**src/uss_pkg.sv**
```systemverilog
// shared constants and carrier types of the synchronous slave serial port
package uss_pkg;

  // register address: bank in the upper two bits, offset in the lower five
  localparam int unsigned ADDR_W = 7;

  localparam logic [ADDR_W-1:0] ADDR_RX_STATUS_CONTROL      = 7'h13;
  localparam logic [ADDR_W-1:0] ADDR_RX_DATA_BUFFER         = 7'h14;
  localparam logic [ADDR_W-1:0] ADDR_TX_STATUS_CONTROL      = 7'h15;
  localparam logic [ADDR_W-1:0] ADDR_TX_DATA_BUFFER         = 7'h16;
  localparam logic [ADDR_W-1:0] ADDR_BAUD_RATE_DIVISOR      = 7'h17;
  localparam logic [ADDR_W-1:0] ADDR_CORE_CONTROL           = 7'h18;
  localparam logic [ADDR_W-1:0] ADDR_PERIPHERAL_IRQ_FLAGS   = 7'h36;
  localparam logic [ADDR_W-1:0] ADDR_PERIPHERAL_IRQ_ENABLES = 7'h37;

  // rx_status_control fields
  localparam int unsigned RX_SERIAL_PORT_ENABLE       = 7;
  localparam int unsigned RX_NINE_BIT_RX_SELECT       = 6;
  localparam int unsigned RX_SINGLE_RECEIVE_ENABLE    = 5;
  localparam int unsigned RX_CONTINUOUS_RECEIVE_EN    = 4;
  localparam int unsigned RX_FRAMING_ERROR            = 2;
  localparam int unsigned RX_OVERRUN_ERROR            = 1;
  localparam int unsigned RX_NINTH_BIT                = 0;

  // tx_status_control fields
  localparam int unsigned TX_CLOCK_SOURCE_SELECT      = 7;
  localparam int unsigned TX_NINE_BIT_TX_SELECT       = 6;
  localparam int unsigned TX_TRANSMIT_ENABLE          = 5;
  localparam int unsigned TX_SYNC_MODE                = 4;
  localparam int unsigned TX_SHIFT_EMPTY              = 1;
  localparam int unsigned TX_NINTH_BIT                = 0;

  // peripheral irq flag / enable fields
  localparam int unsigned IRQ_TRANSMIT                = 1;
  localparam int unsigned IRQ_RECEIVE                 = 0;

  // core_control fields
  localparam int unsigned CORE_GLOBAL_IRQ_DISABLE     = 0;

  // reset values
  localparam logic [7:0] RST_RX_STATUS_CONTROL = 8'h00;
  localparam logic [7:0] RST_TX_CONTROL        = 8'h00;
  localparam logic [7:0] RST_IRQ_FLAGS         = 8'h02;
  localparam logic [7:0] RST_IRQ_ENABLES       = 8'h00;
  localparam logic       RST_GLOBAL_IRQ_DIS    = 1'b1;

  // word lengths and the shared peripheral vector
  localparam logic [3:0]  BITS_8         = 4'h8;
  localparam logic [3:0]  BITS_9         = 4'h9;
  localparam logic [15:0] VEC_PERIPHERAL = 16'h0020;

  typedef struct packed {
    logic [ADDR_W-1:0] addr;
    logic [7:0]        wdata;
    logic              wr;
    logic              rd;
  } uss_bus_req_s;

  typedef struct packed {
    logic data_out;
    logic data_oe;
  } uss_link_out_s;

endpackage : uss_pkg

```
**src/uss_sync.sv**
```systemverilog
// two-flop synchroniser for pin inputs
`timescale 1ns/1ps
`default_nettype none

module uss_sync #(
  parameter int unsigned WIDTH = 1
) (
  // clock and reset
  input  wire logic             core_clk,
  input  wire logic             arst_n,
  // asynchronous in, synchronous out
  input  wire logic [WIDTH-1:0] async_in,
  output var  logic [WIDTH-1:0] sync_out
);

  logic [WIDTH-1:0] meta_r;

  always_ff @(posedge core_clk or negedge arst_n) begin
    if (!arst_n) begin
      meta_r   <= '0;
      sync_out <= '0;
    end else begin
      meta_r   <= async_in;
      sync_out <= meta_r;
    end
  end

endmodule : uss_sync

`default_nettype wire

```
**src/uss_core.sv**
```systemverilog
// synchronous slave serial port: registers, shifters, flags and interrupt
//
// The plain strobed port was left to the implementer.
`timescale 1ns/1ps
`default_nettype none

module uss_core
  import uss_pkg::*;
(
  // clock and reset
  input  wire logic          core_clk,
  input  wire logic          arst_n,
  // register port
  input  wire uss_bus_req_s  bus_req,
  output var  logic [7:0]    rd_data,
  // serial link pins
  input  wire logic          shift_clk_pin,
  input  wire logic          data_pin_in,
  output var  uss_link_out_s link_out,
  // interrupt and wake
  output var  logic          irq,
  output var  logic          wake,
  output var  logic [15:0]   irq_vector
);

  // -------- pin synchronisers --------
  logic [1:0] pins_s;
  logic       ck_s;
  logic       dt_s;
  logic       ck_d_r;
  logic       ck_fall;

  uss_sync #(.WIDTH(2)) u_sync (
    .core_clk (core_clk),
    .arst_n   (arst_n),
    .async_in ({shift_clk_pin, data_pin_in}),
    .sync_out (pins_s)
  );

  assign ck_s = pins_s[1];
  assign dt_s = pins_s[0];

  always_ff @(posedge core_clk or negedge arst_n) begin
    if (!arst_n) begin
      ck_d_r <= 1'b0;
    end else begin
      ck_d_r <= ck_s;
    end
  end

  // both directions move on the falling edge of the master's clock
  assign ck_fall = ck_d_r & ~ck_s;

  // -------- register state --------
  logic       serial_port_enable_r;
  logic       rx9_r;
  logic       single_receive_enable_r;
  logic       continuous_receive_enable_r;
  logic       overrun_error_r;
  logic       rx_ninth_bit_r;
  logic       clock_source_select_r;
  logic       tx9_r;
  logic       transmit_enable_r;
  logic       sync_r;
  logic       tx_ninth_bit_r;
  logic [7:0] baud_rate_divisor_r;
  logic [7:0] rx_data_buffer_r;
  logic       transmit_flag_r;
  logic       receive_flag_r;
  logic       transmit_irq_enable_r;
  logic       receive_irq_enable_r;
  logic       global_irq_disable_r;

  logic wr_rx_status_control;
  logic wr_tx_status_control;
  logic wr_tx_data_buffer;
  logic wr_pie;
  logic wr_core;
  logic wr_baud_rate_divisor;
  logic rd_rx_data_buffer;
  logic rd_pir;

  function automatic logic hit(input logic          strobe,
                               input logic [ADDR_W-1:0] a,
                               input logic [ADDR_W-1:0] target);
    hit = strobe & (a == target);
  endfunction : hit

  assign wr_rx_status_control = hit(bus_req.wr, bus_req.addr, ADDR_RX_STATUS_CONTROL);
  assign wr_tx_status_control = hit(bus_req.wr, bus_req.addr, ADDR_TX_STATUS_CONTROL);
  assign wr_tx_data_buffer = hit(bus_req.wr, bus_req.addr, ADDR_TX_DATA_BUFFER);
  assign wr_baud_rate_divisor = hit(bus_req.wr, bus_req.addr, ADDR_BAUD_RATE_DIVISOR);
  assign wr_pie   = hit(bus_req.wr, bus_req.addr, ADDR_PERIPHERAL_IRQ_ENABLES);
  assign wr_core  = hit(bus_req.wr, bus_req.addr, ADDR_CORE_CONTROL);
  assign rd_rx_data_buffer = hit(bus_req.rd, bus_req.addr, ADDR_RX_DATA_BUFFER);
  assign rd_pir   = hit(bus_req.rd, bus_req.addr, ADDR_PERIPHERAL_IRQ_FLAGS);

  // slave mode only: sync set and clock source clear
  logic slave_on;
  logic tx_on;
  logic rx_on;

  assign slave_on = serial_port_enable_r & sync_r & ~clock_source_select_r;
  // the data pin is shared, so an active receive owns it
  assign tx_on    = slave_on & transmit_enable_r & ~continuous_receive_enable_r;
  // single receive enable deliberately plays no part here
  assign rx_on    = slave_on & continuous_receive_enable_r;

  // -------- control registers --------
  always_ff @(posedge core_clk or negedge arst_n) begin
    if (!arst_n) begin
      serial_port_enable_r <= RST_RX_STATUS_CONTROL[RX_SERIAL_PORT_ENABLE];
      rx9_r  <= RST_RX_STATUS_CONTROL[RX_NINE_BIT_RX_SELECT];
      single_receive_enable_r <= RST_RX_STATUS_CONTROL[RX_SINGLE_RECEIVE_ENABLE];
      continuous_receive_enable_r <= RST_RX_STATUS_CONTROL[RX_CONTINUOUS_RECEIVE_EN];
    end else if (wr_rx_status_control) begin
      serial_port_enable_r <= bus_req.wdata[RX_SERIAL_PORT_ENABLE];
      rx9_r  <= bus_req.wdata[RX_NINE_BIT_RX_SELECT];
      single_receive_enable_r <= bus_req.wdata[RX_SINGLE_RECEIVE_ENABLE];
      continuous_receive_enable_r <= bus_req.wdata[RX_CONTINUOUS_RECEIVE_EN];
    end
  end

  always_ff @(posedge core_clk or negedge arst_n) begin
    if (!arst_n) begin
      clock_source_select_r <= RST_TX_CONTROL[TX_CLOCK_SOURCE_SELECT];
      tx9_r  <= RST_TX_CONTROL[TX_NINE_BIT_TX_SELECT];
      transmit_enable_r <= RST_TX_CONTROL[TX_TRANSMIT_ENABLE];
      sync_r <= RST_TX_CONTROL[TX_SYNC_MODE];
      tx_ninth_bit_r <= RST_TX_CONTROL[TX_NINTH_BIT];
    end else if (wr_tx_status_control) begin
      clock_source_select_r <= bus_req.wdata[TX_CLOCK_SOURCE_SELECT];
      tx9_r  <= bus_req.wdata[TX_NINE_BIT_TX_SELECT];
      transmit_enable_r <= bus_req.wdata[TX_TRANSMIT_ENABLE];
      sync_r <= bus_req.wdata[TX_SYNC_MODE];
      tx_ninth_bit_r <= bus_req.wdata[TX_NINTH_BIT];
    end
  end

  // divisor is stored only; the slave never generates a clock
  always_ff @(posedge core_clk or negedge arst_n) begin
    if (!arst_n) begin
      baud_rate_divisor_r <= 8'h00;
    end else if (wr_baud_rate_divisor) begin
      baud_rate_divisor_r <= bus_req.wdata;
    end
  end

  always_ff @(posedge core_clk or negedge arst_n) begin
    if (!arst_n) begin
      transmit_irq_enable_r <= RST_IRQ_ENABLES[IRQ_TRANSMIT];
      receive_irq_enable_r <= RST_IRQ_ENABLES[IRQ_RECEIVE];
    end else if (wr_pie) begin
      transmit_irq_enable_r <= bus_req.wdata[IRQ_TRANSMIT];
      receive_irq_enable_r <= bus_req.wdata[IRQ_RECEIVE];
    end
  end

  always_ff @(posedge core_clk or negedge arst_n) begin
    if (!arst_n) begin
      global_irq_disable_r <= RST_GLOBAL_IRQ_DIS;
    end else if (wr_core) begin
      global_irq_disable_r <= bus_req.wdata[CORE_GLOBAL_IRQ_DISABLE];
    end
  end

  // -------- transmit path --------
  logic [7:0] txbuf_r;
  logic       txbuf_full_r;
  logic [8:0] tsr_r;
  logic [3:0] tx_cnt_r;
  logic       tx_busy_r;
  logic       tx_load;

  // a full buffer moves over as soon as the shifter is free
  assign tx_load = tx_on & ~tx_busy_r & txbuf_full_r;

  // a write to a still-full buffer is dropped, the held word wins
  always_ff @(posedge core_clk or negedge arst_n) begin
    if (!arst_n) begin
      txbuf_r      <= 8'h00;
      txbuf_full_r <= 1'b0;
    end else if (tx_load) begin
      txbuf_full_r <= 1'b0;
    end else if (wr_tx_data_buffer && !txbuf_full_r) begin
      txbuf_r      <= bus_req.wdata;
      txbuf_full_r <= 1'b1;
    end
  end

  // shifting is clocked by core_clk and steps on each synchronised fall of the pin clock
  always_ff @(posedge core_clk or negedge arst_n) begin
    if (!arst_n) begin
      tsr_r     <= 9'h000;
      tx_cnt_r  <= 4'h0;
      tx_busy_r <= 1'b0;
    end else if (!tx_on) begin
      tx_busy_r <= 1'b0;
      tx_cnt_r  <= 4'h0;
    end else if (tx_load) begin
      tsr_r     <= {tx_ninth_bit_r, txbuf_r};
      tx_cnt_r  <= tx9_r ? BITS_9 : BITS_8;
      tx_busy_r <= 1'b1;
    end else if (tx_busy_r && ck_fall) begin
      tsr_r    <= {1'b0, tsr_r[8:1]};
      tx_cnt_r <= tx_cnt_r - 4'h1;
      if (tx_cnt_r == 4'h1) begin
        tx_busy_r <= 1'b0;
      end
    end
  end

  logic data_out_r;
  always_ff @(posedge core_clk or negedge arst_n) begin
    if (!arst_n) begin
      data_out_r <= 1'b0;
    end else begin
      data_out_r <= tx_load ? txbuf_r[0] : tsr_r[0];
    end
  end

  assign link_out = '{data_out: data_out_r, data_oe: tx_busy_r & tx_on};

  // -------- receive path --------
  logic [8:0] rsr_r;
  logic [3:0] rx_cnt_r;
  logic [8:0] rsr_nxt;
  logic       rx_done;
  logic [3:0] rx_len;

  // data and ninth bit out of the shifted word, by word length
  function automatic logic [8:0] rx_word(input logic [8:0] sh, input logic nine);
    rx_word = nine ? sh : {1'b0, sh[8:1]};
  endfunction : rx_word

  assign rsr_nxt = {dt_s, rsr_r[8:1]};
  assign rx_len  = rx9_r ? BITS_9 : BITS_8;
  // overrun halts reception until continuous receive is cleared
  assign rx_done = rx_on & ~overrun_error_r & ck_fall & (rx_cnt_r == rx_len - 4'h1);

  always_ff @(posedge core_clk or negedge arst_n) begin
    if (!arst_n) begin
      rsr_r    <= 9'h000;
      rx_cnt_r <= 4'h0;
    end else if (!rx_on || overrun_error_r) begin
      rsr_r    <= 9'h000;
      rx_cnt_r <= 4'h0;
    end else if (ck_fall) begin
      rsr_r    <= rsr_nxt;
      rx_cnt_r <= rx_done ? 4'h0 : rx_cnt_r + 4'h1;
    end
  end

  logic [8:0] rx_word_v;
  assign rx_word_v = rx_word(rsr_nxt, rx9_r);

  always_ff @(posedge core_clk or negedge arst_n) begin
    if (!arst_n) begin
      rx_data_buffer_r <= 8'h00;
      rx_ninth_bit_r  <= 1'b0;
    end else if (rx_done && !receive_flag_r) begin
      rx_data_buffer_r <= rx_word_v[7:0];
      rx_ninth_bit_r  <= rx_word_v[8];
    end
  end

  // error stays until continuous receive is cleared
  always_ff @(posedge core_clk or negedge arst_n) begin
    if (!arst_n) begin
      overrun_error_r <= 1'b0;
    end else if (!continuous_receive_enable_r) begin
      overrun_error_r <= 1'b0;
    end else if (rx_done && receive_flag_r) begin
      overrun_error_r <= 1'b1;
    end
  end

  // -------- flags: set beats any clear in the same cycle --------
  always_ff @(posedge core_clk or negedge arst_n) begin
    if (!arst_n) begin
      transmit_flag_r <= RST_IRQ_FLAGS[IRQ_TRANSMIT];
    end else if (tx_load) begin
      transmit_flag_r <= 1'b1;
    end else if (rd_pir || wr_tx_data_buffer) begin
      transmit_flag_r <= 1'b0;
    end
  end

  always_ff @(posedge core_clk or negedge arst_n) begin
    if (!arst_n) begin
      receive_flag_r <= RST_IRQ_FLAGS[IRQ_RECEIVE];
    end else if (rx_done) begin
      receive_flag_r <= 1'b1;
    end else if (rd_pir || rd_rx_data_buffer) begin
      receive_flag_r <= 1'b0;
    end
  end

  // -------- interrupt and wake --------
  logic pending;

  assign pending    = (transmit_flag_r & transmit_irq_enable_r) | (receive_flag_r & receive_irq_enable_r);
  // wake ignores the global disable, only vectoring is blocked
  assign wake       = pending;
  assign irq        = pending & ~global_irq_disable_r;
  // vectoring itself clears nothing here; only reads and transmit buffer writes clear flags
  assign irq_vector = VEC_PERIPHERAL;

  // -------- read data, one cycle after the strobe --------
  logic [7:0] rd_mux;

  always_comb begin
    rd_mux = 8'h00;
    case (bus_req.addr)
      ADDR_RX_STATUS_CONTROL: begin
        rd_mux[RX_SERIAL_PORT_ENABLE]    = serial_port_enable_r;
        rd_mux[RX_NINE_BIT_RX_SELECT]    = rx9_r;
        rd_mux[RX_SINGLE_RECEIVE_ENABLE] = single_receive_enable_r;
        rd_mux[RX_CONTINUOUS_RECEIVE_EN] = continuous_receive_enable_r;
        rd_mux[RX_FRAMING_ERROR]         = 1'b0;
        rd_mux[RX_OVERRUN_ERROR]         = overrun_error_r;
        rd_mux[RX_NINTH_BIT]             = rx_ninth_bit_r;
      end
      ADDR_RX_DATA_BUFFER: begin
        rd_mux = rx_data_buffer_r;
      end
      ADDR_TX_STATUS_CONTROL: begin
        rd_mux[TX_CLOCK_SOURCE_SELECT] = clock_source_select_r;
        rd_mux[TX_NINE_BIT_TX_SELECT]  = tx9_r;
        rd_mux[TX_TRANSMIT_ENABLE]     = transmit_enable_r;
        rd_mux[TX_SYNC_MODE]           = sync_r;
        rd_mux[TX_SHIFT_EMPTY]         = ~tx_busy_r;
        rd_mux[TX_NINTH_BIT]           = tx_ninth_bit_r;
      end
      ADDR_BAUD_RATE_DIVISOR: begin
        rd_mux = baud_rate_divisor_r;
      end
      ADDR_CORE_CONTROL: begin
        rd_mux[CORE_GLOBAL_IRQ_DISABLE] = global_irq_disable_r;
      end
      ADDR_PERIPHERAL_IRQ_FLAGS: begin
        rd_mux[IRQ_TRANSMIT] = transmit_flag_r;
        rd_mux[IRQ_RECEIVE]  = receive_flag_r;
      end
      ADDR_PERIPHERAL_IRQ_ENABLES: begin
        rd_mux[IRQ_TRANSMIT] = transmit_irq_enable_r;
        rd_mux[IRQ_RECEIVE]  = receive_irq_enable_r;
      end
      default: begin
        rd_mux = 8'h00;
      end
    endcase
  end

  always_ff @(posedge core_clk or negedge arst_n) begin
    if (!arst_n) begin
      rd_data <= 8'h00;
    end else begin
      rd_data <= bus_req.rd ? rd_mux : 8'h00;
    end
  end

endmodule : uss_core

`default_nettype wire

```
**config.mk**
```make
export PLATFORM = sky130hd
export DESIGN_NAME = uss_core
export DESIGN_NICKNAME = d
export VERILOG_FILES = /design/src/uss_pkg.sv /design/src/uss_sync.sv /design/src/uss_core.sv
export SDC_FILE = /design/constraint.sdc
export NUM_CORES = 1
export LEC_CHECK = 0
export ABC_AREA = 0
export BUFFER_PORTS_ARGS = -buffer_cell sky130_fd_sc_hd__clkbuf_2
export CAP_MARGIN = 20
export CORE_ASPECT_RATIO = 1.1
export CORE_MARGIN = 3
export CORE_UTILIZATION = 48
export DETAILED_ROUTE_END_ITERATION = 10
export PLACE_DENSITY = 0.68
export SETUP_SLACK_MARGIN = 0.4
export SLEW_MARGIN = 0
export SYNTH_ARGS = -nofsm -noshare
export SYNTH_HDL_FRONTEND = slang
export SYNTH_SLANG_ARGS = --single-unit
```
**constraint.sdc**
```tcl
create_clock -name core_clk -period 3.8 [get_ports core_clk]
set_clock_uncertainty 0.2 [all_clocks]
set_input_delay 0.38 -clock core_clk [delete_from_list [all_inputs] [get_ports core_clk]]
set_output_delay 0.38 -clock core_clk [all_outputs]
set_load 0.1 [all_outputs]
```
==> results.txt, run 1 <==
Status: finished clean
Unique masters post-synth: 50
Lkg Pwr: 0.001998 uW
Post-Synthesis Cell Area: 0.003896 mm^2
Die Ht: 100.5 um
Top-count cell post-synth: dfrtp_1
Total Wirelength: 7987 um
Die width: 91.90 um
Crit path DAT: 2.07 ns
ANT cells: 0
Adder-cell share of the synthesized area: 0.9634%
Cell Pwr Density: 404.7 mW/mm^2
RSZ-0062 raised after global routing: no
Synth top cells by count: 79 x dfrtp_1, 38 x mux2_2, 31 x nand2_1
Crit Path Category: reg -> out
Hold Path Class: in -> reg
Number of buffers added on ports: 32
Vias after detailed routing: 2610
Area of the core: 0.007680 mm^2
Clock transition at path regs: 0.09 ns
Multi-input logic area: 0.001689 mm^2
Total GRT Usage: 18.78%
Fillers: 665
Final setup viols: 0
Total CTS buffers: 9
EDFF count, synth: 0
Fin nets: 386
Max VDD drop: 0.0003220 V
Vias in the first global route: 2634
Placed Cells: 452
Worst slew margin: 46.39%
Worst slew pin tran: 0.8025 ns
Final ANT Viol Nets: 0
DR pass1 iterations: 6
Hpwl dp: 5617 um
Crit. End Element: output pin
Non-Filler Instances: 472
Core Util, Final: 56.06%
Largest net degree at the start of global routing: 82
Post-synthesis simple-gate area fraction: 13.26%
Die area: 0.009235 mm^2
Max-cap violations: 0
Synthesis-to-layout area growth: 10.50%
Final count of pins violating max slew: 0
Final instance area: 0.004305 mm^2
Layout cells sized above 1: 28.88%
Final hold vios: 0
Post-synth top area cell: dfrtp_1
# rows: 33
Setup crit start kind: register
Initial antenna violation count: 0
Final period util: 69.86%
Post-synth ARST share: 100.0%
WP data required: 3.22 ns
Top-area cell type share of the netlist area: 50.74%
CTS root buf: clkbuf_8
Mux cell area share after synthesis: 14.87%
Post-synth top flop: dfrtp_1
Setup TNS: 0 ns
Area contributors post-synth: dfrtp_1 51%, mux2_2 11%, buf_4 3.5%, mux2_4 3.1%, nand2_1 3.0%
#FFs+latches synth: 81
Clock Sinks: 81
Largest family of logic cells by synthesized area: multiplexers
Register area share after synthesis: 52.09%
Placer Congestion: 0.8125
Complex-gate fraction of the synthesized area: 11.82%
CTS tree: done
DR WL/cell: 16.92 um
Critical Path Fanout Max: 11
Ys Warns: 0
Clk_lat worst skew: 0.36 ns
Avg Cell Area, Syn: 11.70 um^2
Starting Density: 50.73%
DR DRC count: 0
FF/Latch Area: 0.002029 mm^2
Deepest clock path buffer count: 2
Synth Area in XOR/XNOR: 0.8992%
Vias per cell: 5.530
Iteration-0 DRC count of the detailed router: 148
Final min period: 2.655 ns
Grt ovf: 0
Hold WS: 0.08215 ns
Max Fclk: 376.7 MHz
H-tree Lvls: 3
Global-route wire length before repair: 13560 um
Post-synthesis cell count: 333
Top Ports: 49
Placed cell areas: 0.004046 mm^2
## worst paths after layout
| kind | startpoint | to | slack, ns | cells past startpoint |
|---|---|---|---|---|
| max | clock_source_select_r$_DFFE_PN0P_ | link_out[0] | 1.15 | 4 |
| min | bus_req[4] | baud_rate_divisor_r[2]$_DFFE_PN0P_ | 0.08 | 2 |
| max reg2reg | rx9_r$_DFFE_PN0P_ | rx_data_buffer_r[5]$_DFFE_PN0P_ | 1.30 | 4 |
| min reg2reg | u_sync.meta_r[0]$_DFF_PN0_ | u_sync.sync_out[0]$_DFF_PN0_ | 0.15 | 0 |
| max in group asynchronous | arst_n | transmit_flag_r$_DFFE_PN1P_ | 2.62 | 3 |
| min in group asynchronous | arst_n | receive_irq_enable_r$_DFFE_PN0P_ | 0.18 | 2 |
## critical path, stage by stage (launching register included)
cell,delay (ns)
dfrtp_1,0.40
and3b_1,0.27
and3b_1,0.42
and2_1,0.18
clkbuf_2,0.45
## cell usage in the layout, fill, tap and decap left out, types with 4 or more instances in the layout
master,instances
dfrtp_1,79
mux2_2,38
nand2_1,31
clkbuf_2,31
a21oi_1,23
conb_1,16
nor2b_1,10
inv_1,9
a22oi_1,9
o22ai_1,9
clkbuf_8,9
mux2_4,8
a2bb2oi_1,8
and3_1,7
a22o_1,6
nand2b_1,4
nand3_1,4
xnor2_1,4
clkinvlp_4,4
## through the flow
stage               power, uW  setup WS, ns
finish                   1743         1.145
global route             1820         1.010
CTS                      1755         1.123
detailed placement       1113         1.311
global placement         1109         1.410
floorplan                1073        0.4799
## cell type report
type | instances | area share (%)
clock inverters | 7 | 1.802
repair buffers | 36 | 5.115
well taps | 105 | 3.051
multi-input cells | 225 | 39.23
inverters | 9 | 0.7847
flip-flops and latches | 81 | 47.14
clock buffers | 9 | 2.877
## cell families (layout without fill, tap and decap cells)
logic type	count (synthesis)	count (layout)
xor+xnor	4	4
flops	81	81
buf+inv	41	61
simple gates	86	86
mux	49	49
other cells	2	16
fa+ha+maj	3	3
compound gates	67	67
## per-layer routing
layer | vias up | part of all wire [%] | GRT usage [%]
met2 | 61 | 48 | 29.55
met4 | 0 | 1.3 | 6.514
met1 | 1304 | 47 | 25.81
met5 | - | 0 | 0
li1 | 1236 | - | -
met3 | 9 | 3.9 | 4.332
## where the power goes
group | switching (uW) | internal (uW) | total, uW
Combinational | 142 | 48.5 | 190
Sequential | 24.4 | 887 | 912
Clock | 333 | 308 | 641
Total | 499 | 1240 | 1740
## repair_timing
action | 4_1_cts | 5_1_grt
hold endpoints to repair | 2 | 80
hold buffers | 2 | 1
buffers inserted | 0 | 0
resized for setup | 0 | 0
## registers in the layout, summed over array words and instances, names as in the netlist, 2 cells and up
| signal | flops |
|---|---|
| txbuf_r | 8 |
| u_sync.meta_r | 2 |
| rsr_r | 8 |
| tsr_r | 9 |
| rx_data_buffer_r | 8 |
| baud_rate_divisor_r | 8 |
| rd_data | 8 |
| tx_cnt_r | 4 |
| u_sync.sync_out | 2 |
| rx_cnt_r | 4 |
Power figures use the tool's default switching activity.
==> inputs of run 2 (changes only) <==
--- a/config.mk
+++ b/config.mk
@@ -12,7 +12,7 @@
 export CORE_MARGIN = 3
 export CORE_UTILIZATION = 48
 export DETAILED_ROUTE_END_ITERATION = 10
-export PLACE_DENSITY = 0.68
+export PLACE_DENSITY = 0.71
 export SETUP_SLACK_MARGIN = 0.4
 export SLEW_MARGIN = 0
 export SYNTH_ARGS = -nofsm -noshare
==> constraint.sdc (replaced) <==
create_clock -name core_clk -period 2.4 [get_ports core_clk]
set_clock_uncertainty 0.2 [all_clocks]
set_input_delay 0.24 -clock core_clk [delete_from_list [all_inputs] [get_ports core_clk]]
set_output_delay 0.24 -clock core_clk [all_outputs]
set_load 0.1 [all_outputs]
==> results.txt, run 2 (same netlist as run 1, synthesis figures left out) <==
Final count of pins violating max slew: 0
ANT cells: 0
Lkg Pwr: 0.002125 uW
Final min period: 1.989 ns
Max reg flops: 9
Vias after detailed routing: 2732
Clk_lat worst skew: 0.35 ns
Setup TNS: 0 ns
Max-cap violations: 0
CTS tree: done
Layout cells sized above 1: 33.33%
WP data required: 2.43 ns
Core Util, Final: 59.14%
Crit path launch: clock_source_select_r$_DFFE_PN0P_
Total Wirelength: 8269 um
Final period util: 82.87%
Fin nets: 409
Total GRT Usage: 19.06%
FF-to-FF setup slack: 0.41 ns
Cell Pwr Density: 619.5 mW/mm^2
Critical Path Fanout Max: 5
DR DRC count: 0
Critical path depth: 4
CP Cell Sequence: and3b_2 -> nand3b_2 -> or4_4 -> mux2_4
Hold WS: 0.02283 ns
Buf/Inv on CP: 0
Area of the core: 0.007680 mm^2
Largest net degree at the start of global routing: 44
Clock Sinks: 81
Clock transition at path regs: 0.08 ns
Vias per cell: 5.519
Max VDD drop: 0.0004242 V
Global-route wire length before repair: 13780 um
Reg2reg start: clock_source_select_r$_DFFE_PN0P_
Die area: 0.009235 mm^2
Worst reg-to-reg path cell count: 4
Deepest clock path buffer count: 2
Max Fclk: 502.8 MHz
Iteration-0 DRC count of the detailed router: 243
Placer Congestion: 0.8556
CP max-delay cell: or4_4
Grt ovf: 0
Initial antenna violation count: 0
DR pass1 iterations: 4
Worst slew pin tran: 0.5485 ns
Final hold vios: 0
Die width: 91.90 um
RR Endpoint: rx_data_buffer_r[3]$_DFFE_PN0P_
Crit path DAT: 2.02 ns
Final ANT Viol Nets: 0
Vias in the first global route: 2683
Die Ht: 100.5 um
Total CTS buffers: 9
RSZ-0062 raised after global routing: yes
Setup crit start kind: register
Worst Setup EP: rx_data_buffer_r[3]$_DFFE_PN0P_
Delay-heaviest family, CP: simple AND/OR/NAND/NOR gates
# rows: 33
Hpwl dp: 5729 um
H-tree Lvls: 3
Starting Density: 50.73%
Synthesis-to-layout area growth: 16.57%
Crit Path Category: reg -> reg
Number of buffers added on ports: 32
Biggest register: tsr_r
Commonest non-fill, non-tap cell in the layout: dfrtp_1
DR WL/cell: 16.71 um
Final setup viols: 0
Most frequent cells in the layout: 79 x dfrtp_1, 38 x mux2_2, 31 x nand2_1, 28 x clkbuf_2, 23 x a21oi_1
CTS root buf: clkbuf_8
Crit. End Element: register
Hold Path Class: in -> reg
Worst slew margin: 63.43%
Status: finished clean
Worst path max stage delay: 0.57 ns
Top Ports: 49
==> run 2: changes by cell type in the layout (fill, tap and decap cells not counted), sizes merged <==
cell,change
buf,+19
clkbuf,-2
clkinv,+2
clkinvlp,-3
dlygate4sd3,+6
or4,+1
==> run 2: per-layer routing <==
metal / GRT usage [%] / share of wire, %
met5: 0 / 0
met4: 8.229 / 3.0
met1: 25.22 / 45
met2: 30.11 / 48
met3: 4.630 / 4.4
==> run 2: cell type report <==
| type | count | area (um^2) |
|---|---|---|
| Clock buffer | 10 | 137.6 |
| Clock inverter | 6 | 72.57 |
| Fill cell | 641 | 3138 |
| Inverter | 9 | 33.78 |
| Multi-Input combinational cell | 226 | 1727 |
| Sequential cell | 81 | 2029 |
| Tap cell | 105 | 131.4 |
| Timing Repair Buffer | 58 | 410.4 |
==> run 2: report_power, final <==
group	switching, uW	internal [uW]	total [uW]
clock	518	520	1040
sequential	35.4	1400	1440
combinational	236	98.9	335
total	790	2020	2810
==> run 2: worst min-delay path by stage <==
| stage | endpoint | from | slack (ns) | cells after the start |
|---|---|---|---|---|
| 5_1_grt | rx9_r$_DFFE_PN0P_ | bus_req[8] | 0.004 | 2 |
| 3_3_place_gp | data_out_r$_DFF_PN0_ | arst_n | 0.06 | 1 |
| 3_5_place_dp | data_out_r$_DFF_PN0_ | arst_n | 0.07 | 1 |
| 6_report | rx9_r$_DFFE_PN0P_ | bus_req[8] | 0.02 | 2 |
| 2_1_floorplan | baud_rate_divisor_r[0]$_DFFE_PN0P_ | arst_n | -0.26 | 0 |
| 4_1_cts | rx9_r$_DFFE_PN0P_ | bus_req[8] | 0.002 | 2 |
==> run 2: stage by stage <==
step | cell area (um^2) | std cells | setup slack (ns) | total power, uW
floorplan | 3959 | 347 | 0.3281 | 1701
global placement | 4167 | 463 | 0.2280 | 1770
detailed placement | 4167 | 463 | 0.1618 | 1775
CTS | 4508 | 491 | 0.4039 | 2832
global route | 4542 | 495 | 0.3570 | 2927
finish | 4542 | 495 | 0.4111 | 2814
==> run 2: repair_timing <==
item	in CTS	in global routing
endpoints found under the hold margin	60	0
endpoints found under the setup margin	11	11
setup buffers	2	4
hold buffers	9	0
resized for setup	6	4
gates cloned	1	0
pin swaps	0	1
==> inputs of run 3 (changes only) <==
--- a/config.mk
+++ b/config.mk
@@ -5,14 +5,14 @@
 export SDC_FILE = /design/constraint.sdc
 export NUM_CORES = 1
 export LEC_CHECK = 0
-export ABC_AREA = 0
+export ABC_AREA = 1
 export BUFFER_PORTS_ARGS = -buffer_cell sky130_fd_sc_hd__clkbuf_2
 export CAP_MARGIN = 20
 export CORE_ASPECT_RATIO = 1.1
 export CORE_MARGIN = 3
 export CORE_UTILIZATION = 48
 export DETAILED_ROUTE_END_ITERATION = 10
-export PLACE_DENSITY = 0.71
+export PLACE_DENSITY = 0.68
 export SETUP_SLACK_MARGIN = 0.4
 export SLEW_MARGIN = 0
 export SYNTH_ARGS = -nofsm -noshare
==> constraint.sdc (replaced) <==
create_clock -name core_clk -period 1.85 [get_ports core_clk]
set_clock_uncertainty 0.2 [all_clocks]
set_input_delay 0.185 -clock core_clk [delete_from_list [all_inputs] [get_ports core_clk]]
set_output_delay 0.185 -clock core_clk [all_outputs]
set_load 0.1 [all_outputs]
==> results.txt, run 3 <==
CTS tree: done
#FFs+latches synth: 81
Hpwl dp: 6013 um
Post-Synthesis Cell Area: 0.003983 mm^2
Crit. End Element: output pin
Clock Sinks: 81
Vias after detailed routing: 3311
Fin nets: 582
Worst reg-to-reg path cell count: 11
Synth top cells by count: 129 x nand2_1, 79 x dfrtp_1, 49 x inv_1
Gr busiest metal: met2
Layout cells sized above 1: 29.31%
Hold Path Class: in -> reg
Seq pwr share: 51.9%
RR Endpoint: tsr_r[0]$_DFFE_PN0P_
Total Wirelength: 8860 um
Max reg flops: 9
Worst Hold End: global_irq_disable_r$_DFFE_PN1P_
Final min period: 1.820 ns
Met3 Track Usage GR: 3.418%
Die area: 0.009428 mm^2
Deepest clock path buffer count: 2
Commonest non-fill, non-tap cell in the layout: nand2_1
Max-cap violations: 0
Largest net degree at the start of global routing: 30
Total CTS buffers: 9
RSZ-0062 raised after global routing: yes
Final count of pins violating max slew: 0
Clk_lat worst skew: 0.36 ns
Top-count cell post-synth: nand2_1
Final worst setup slack: 0.03005 ns
Area contributors post-synth: dfrtp_1 50%, nand2_1 12%, inv_1 4.6%, nand3_1 4.1%, nor2_1 3.7%
Status: finished clean
Vias in the first global route: 3133
Comb pwr share: 16.5%
Synthesis-to-layout area growth: 26.33%
Final hold vios: 0
FF-to-FF setup slack: 0.26 ns
Max Fclk: 549.5 MHz
DR WL/cell: 13.20 um
Hold path depth: 5
Crit Path Category: reg -> out
Number of buffers added on ports: 32
DR DRC count: 0
Total GRT Usage: 19.42%
DR pass1 iterations: 4
Clock transition at path regs: 0.08 ns
Grt ovf: 0
Post-synth top flop: dfrtp_1
Avg Cell Area, Syn: 8.314 um^2
CTS root buf: clkbuf_8
Switch Pwr: 1106 uW
Cell Pwr Density: 722.6 mW/mm^2
Max VDD drop: 0.0003660 V
Post-synth ARST share: 100.0%
Top-area cell type share of the netlist area: 49.64%
Clock power share: 31.6%
Crit path DAT: 1.43 ns
Reg2reg start: serial_port_enable_r$_DFFE_PN0P_
Register area share after synthesis: 50.96%
Initial antenna violation count: 0
Met2 Usage GRT: 30.75%
Placer Congestion: 0.8543
Global-route wire length before repair: 14410 um
Setup crit start kind: register
Die Ht: 101.5 um
Iteration-0 DRC count of the detailed router: 172
Total power: 3635 uW
Final instance area: 0.005031 mm^2
Post-synth top area cell: dfrtp_1
Final period util: 98.38%
Lkg Pwr: 0.002522 uW
Ys Warns: 0
Sw frac: 30.42%
GR Util met1: 26.58%
Min-delay src: bus_req[1]
Vias per cell: 4.934
Placed cell areas: 0.004298 mm^2
Int Power: 2530 uW
# rows: 34
ANT cells: 0
EDFF count, synth: 0
Most frequent cells in the layout: 119 x nand2_1, 78 x dfrtp_1, 35 x inv_1, 32 x nor2_1, 29 x nand3_1
Biggest register: tsr_r
Critical Path Fanout Max: 2
Final setup viols: 0
WP data required: 1.46 ns
Place WS: 0.1843 ns
H-tree Lvls: 3
Final ANT Viol Nets: 0
Starting Density: 49.80%
Top Ports: 49
Unique masters post-synth: 35
Die width: 92.85 um
Post-synthesis cell count: 479
Area of the core: 0.007998 mm^2
[run 3: cell count changes after synthesis, moves of 10 or more]
cell,delta
a21oi_1,-16
nor2b_1,-10
nor2_1,+36
nand3_1,+29
nand2_1,+98
inv_1,+40
o21ai_0,+21
mux2_2,-38
o21ai_1,+24
[run 3: area by class of cell]
type	instances	area [um^2]
fillers	679	2967
multi-input cells	327	1790
clock buffers	11	141.4
repair buffers	82	679.4
flip-flops and latches	81	2031
clock inverters	5	32.53
well taps	108	135.1
inverters	57	221.5
[run 3: through the flow]
step	setup TNS (ns)	hold slack, ns	utilization, %	std cells
floorplan	-0.3071	-0.3106	-	493
global placement	0	-0.06550	53.74	614
detailed placement	0	-0.05717	53.74	614
CTS	0	0.03662	60.87	660
global route	-0.002576	0.08435	62.91	671
finish	0	0.05081	62.91	671
[run 3: critical path, stage by stage, from the launching register on]
cell	delay, ns
dfstp_2	0.55
inv_2	0.04
o22ai_4	0.15
inv_2	0.06
nor2_4	0.10
buf_12	0.18
[run 3: how the worst max path moves through the flow]
stage	startpoint	end	slack, ns	depth (start not counted)
after floorplan	transmit_flag_r$_DFFE_PN1P_	irq	-0.31	4
after global placement	clock_source_select_r$_DFFE_PN0P_	rx_data_buffer_r[1]$_DFFE_PN0P_	0.18	8
after detailed placement	clock_source_select_r$_DFFE_PN0P_	rx_data_buffer_r[6]$_DFFE_PN0P_	0.18	8
after CTS	transmit_flag_r$_DFFE_PN1P_	irq	0.02	5
after global routing	transmit_flag_r$_DFFE_PN1P_	irq	-0.003	5
final	transmit_flag_r$_DFFE_PN1P_	irq	0.03	5
[run 3: per-layer routing]
layer / vias to the layer above / share of wire, %
met5: - / 0
met4: 0 / 2.3
met3: 23 / 5.0
met2: 103 / 47
met1: 1528 / 46
li1: 1657 / -
[run 3: logic make-up (layout without fill, tap and decap cells)]
kind of cell	count (synthesis)	in the layout	synth area share (%)
buffers and inverters	86	155	10.43
xor gates and xnor gates	3	3	0.6599
adders and majority gates	3	3	0.9426
DFF	81	81	50.96
other	2	16	0.1886
AOI/OAI and AO/OA	74	74	10.62
and+or+nand+nor	230	231	26.20
[run 3: power groups by stage]
stage	Sequential (uW)	Clock [uW]	Combinational, uW
floorplan	1910	0	395
global placement	1920	0	520
detailed placement	1920	0	526
CTS	1880	1180	590
global route	1890	1260	646
finish	1890	1150	601
[run 3: timing repair]
action / 4_1_cts / 5_1_grt
resized for setup: 38 / 35
setup endpoints to repair: 42 / 44
pin swaps: 6 / 2
buffers inserted: 15 / 10
cloned: 1 / 1
hold buffers: 14 / 0
hold endpoints to repair: 112 / 0
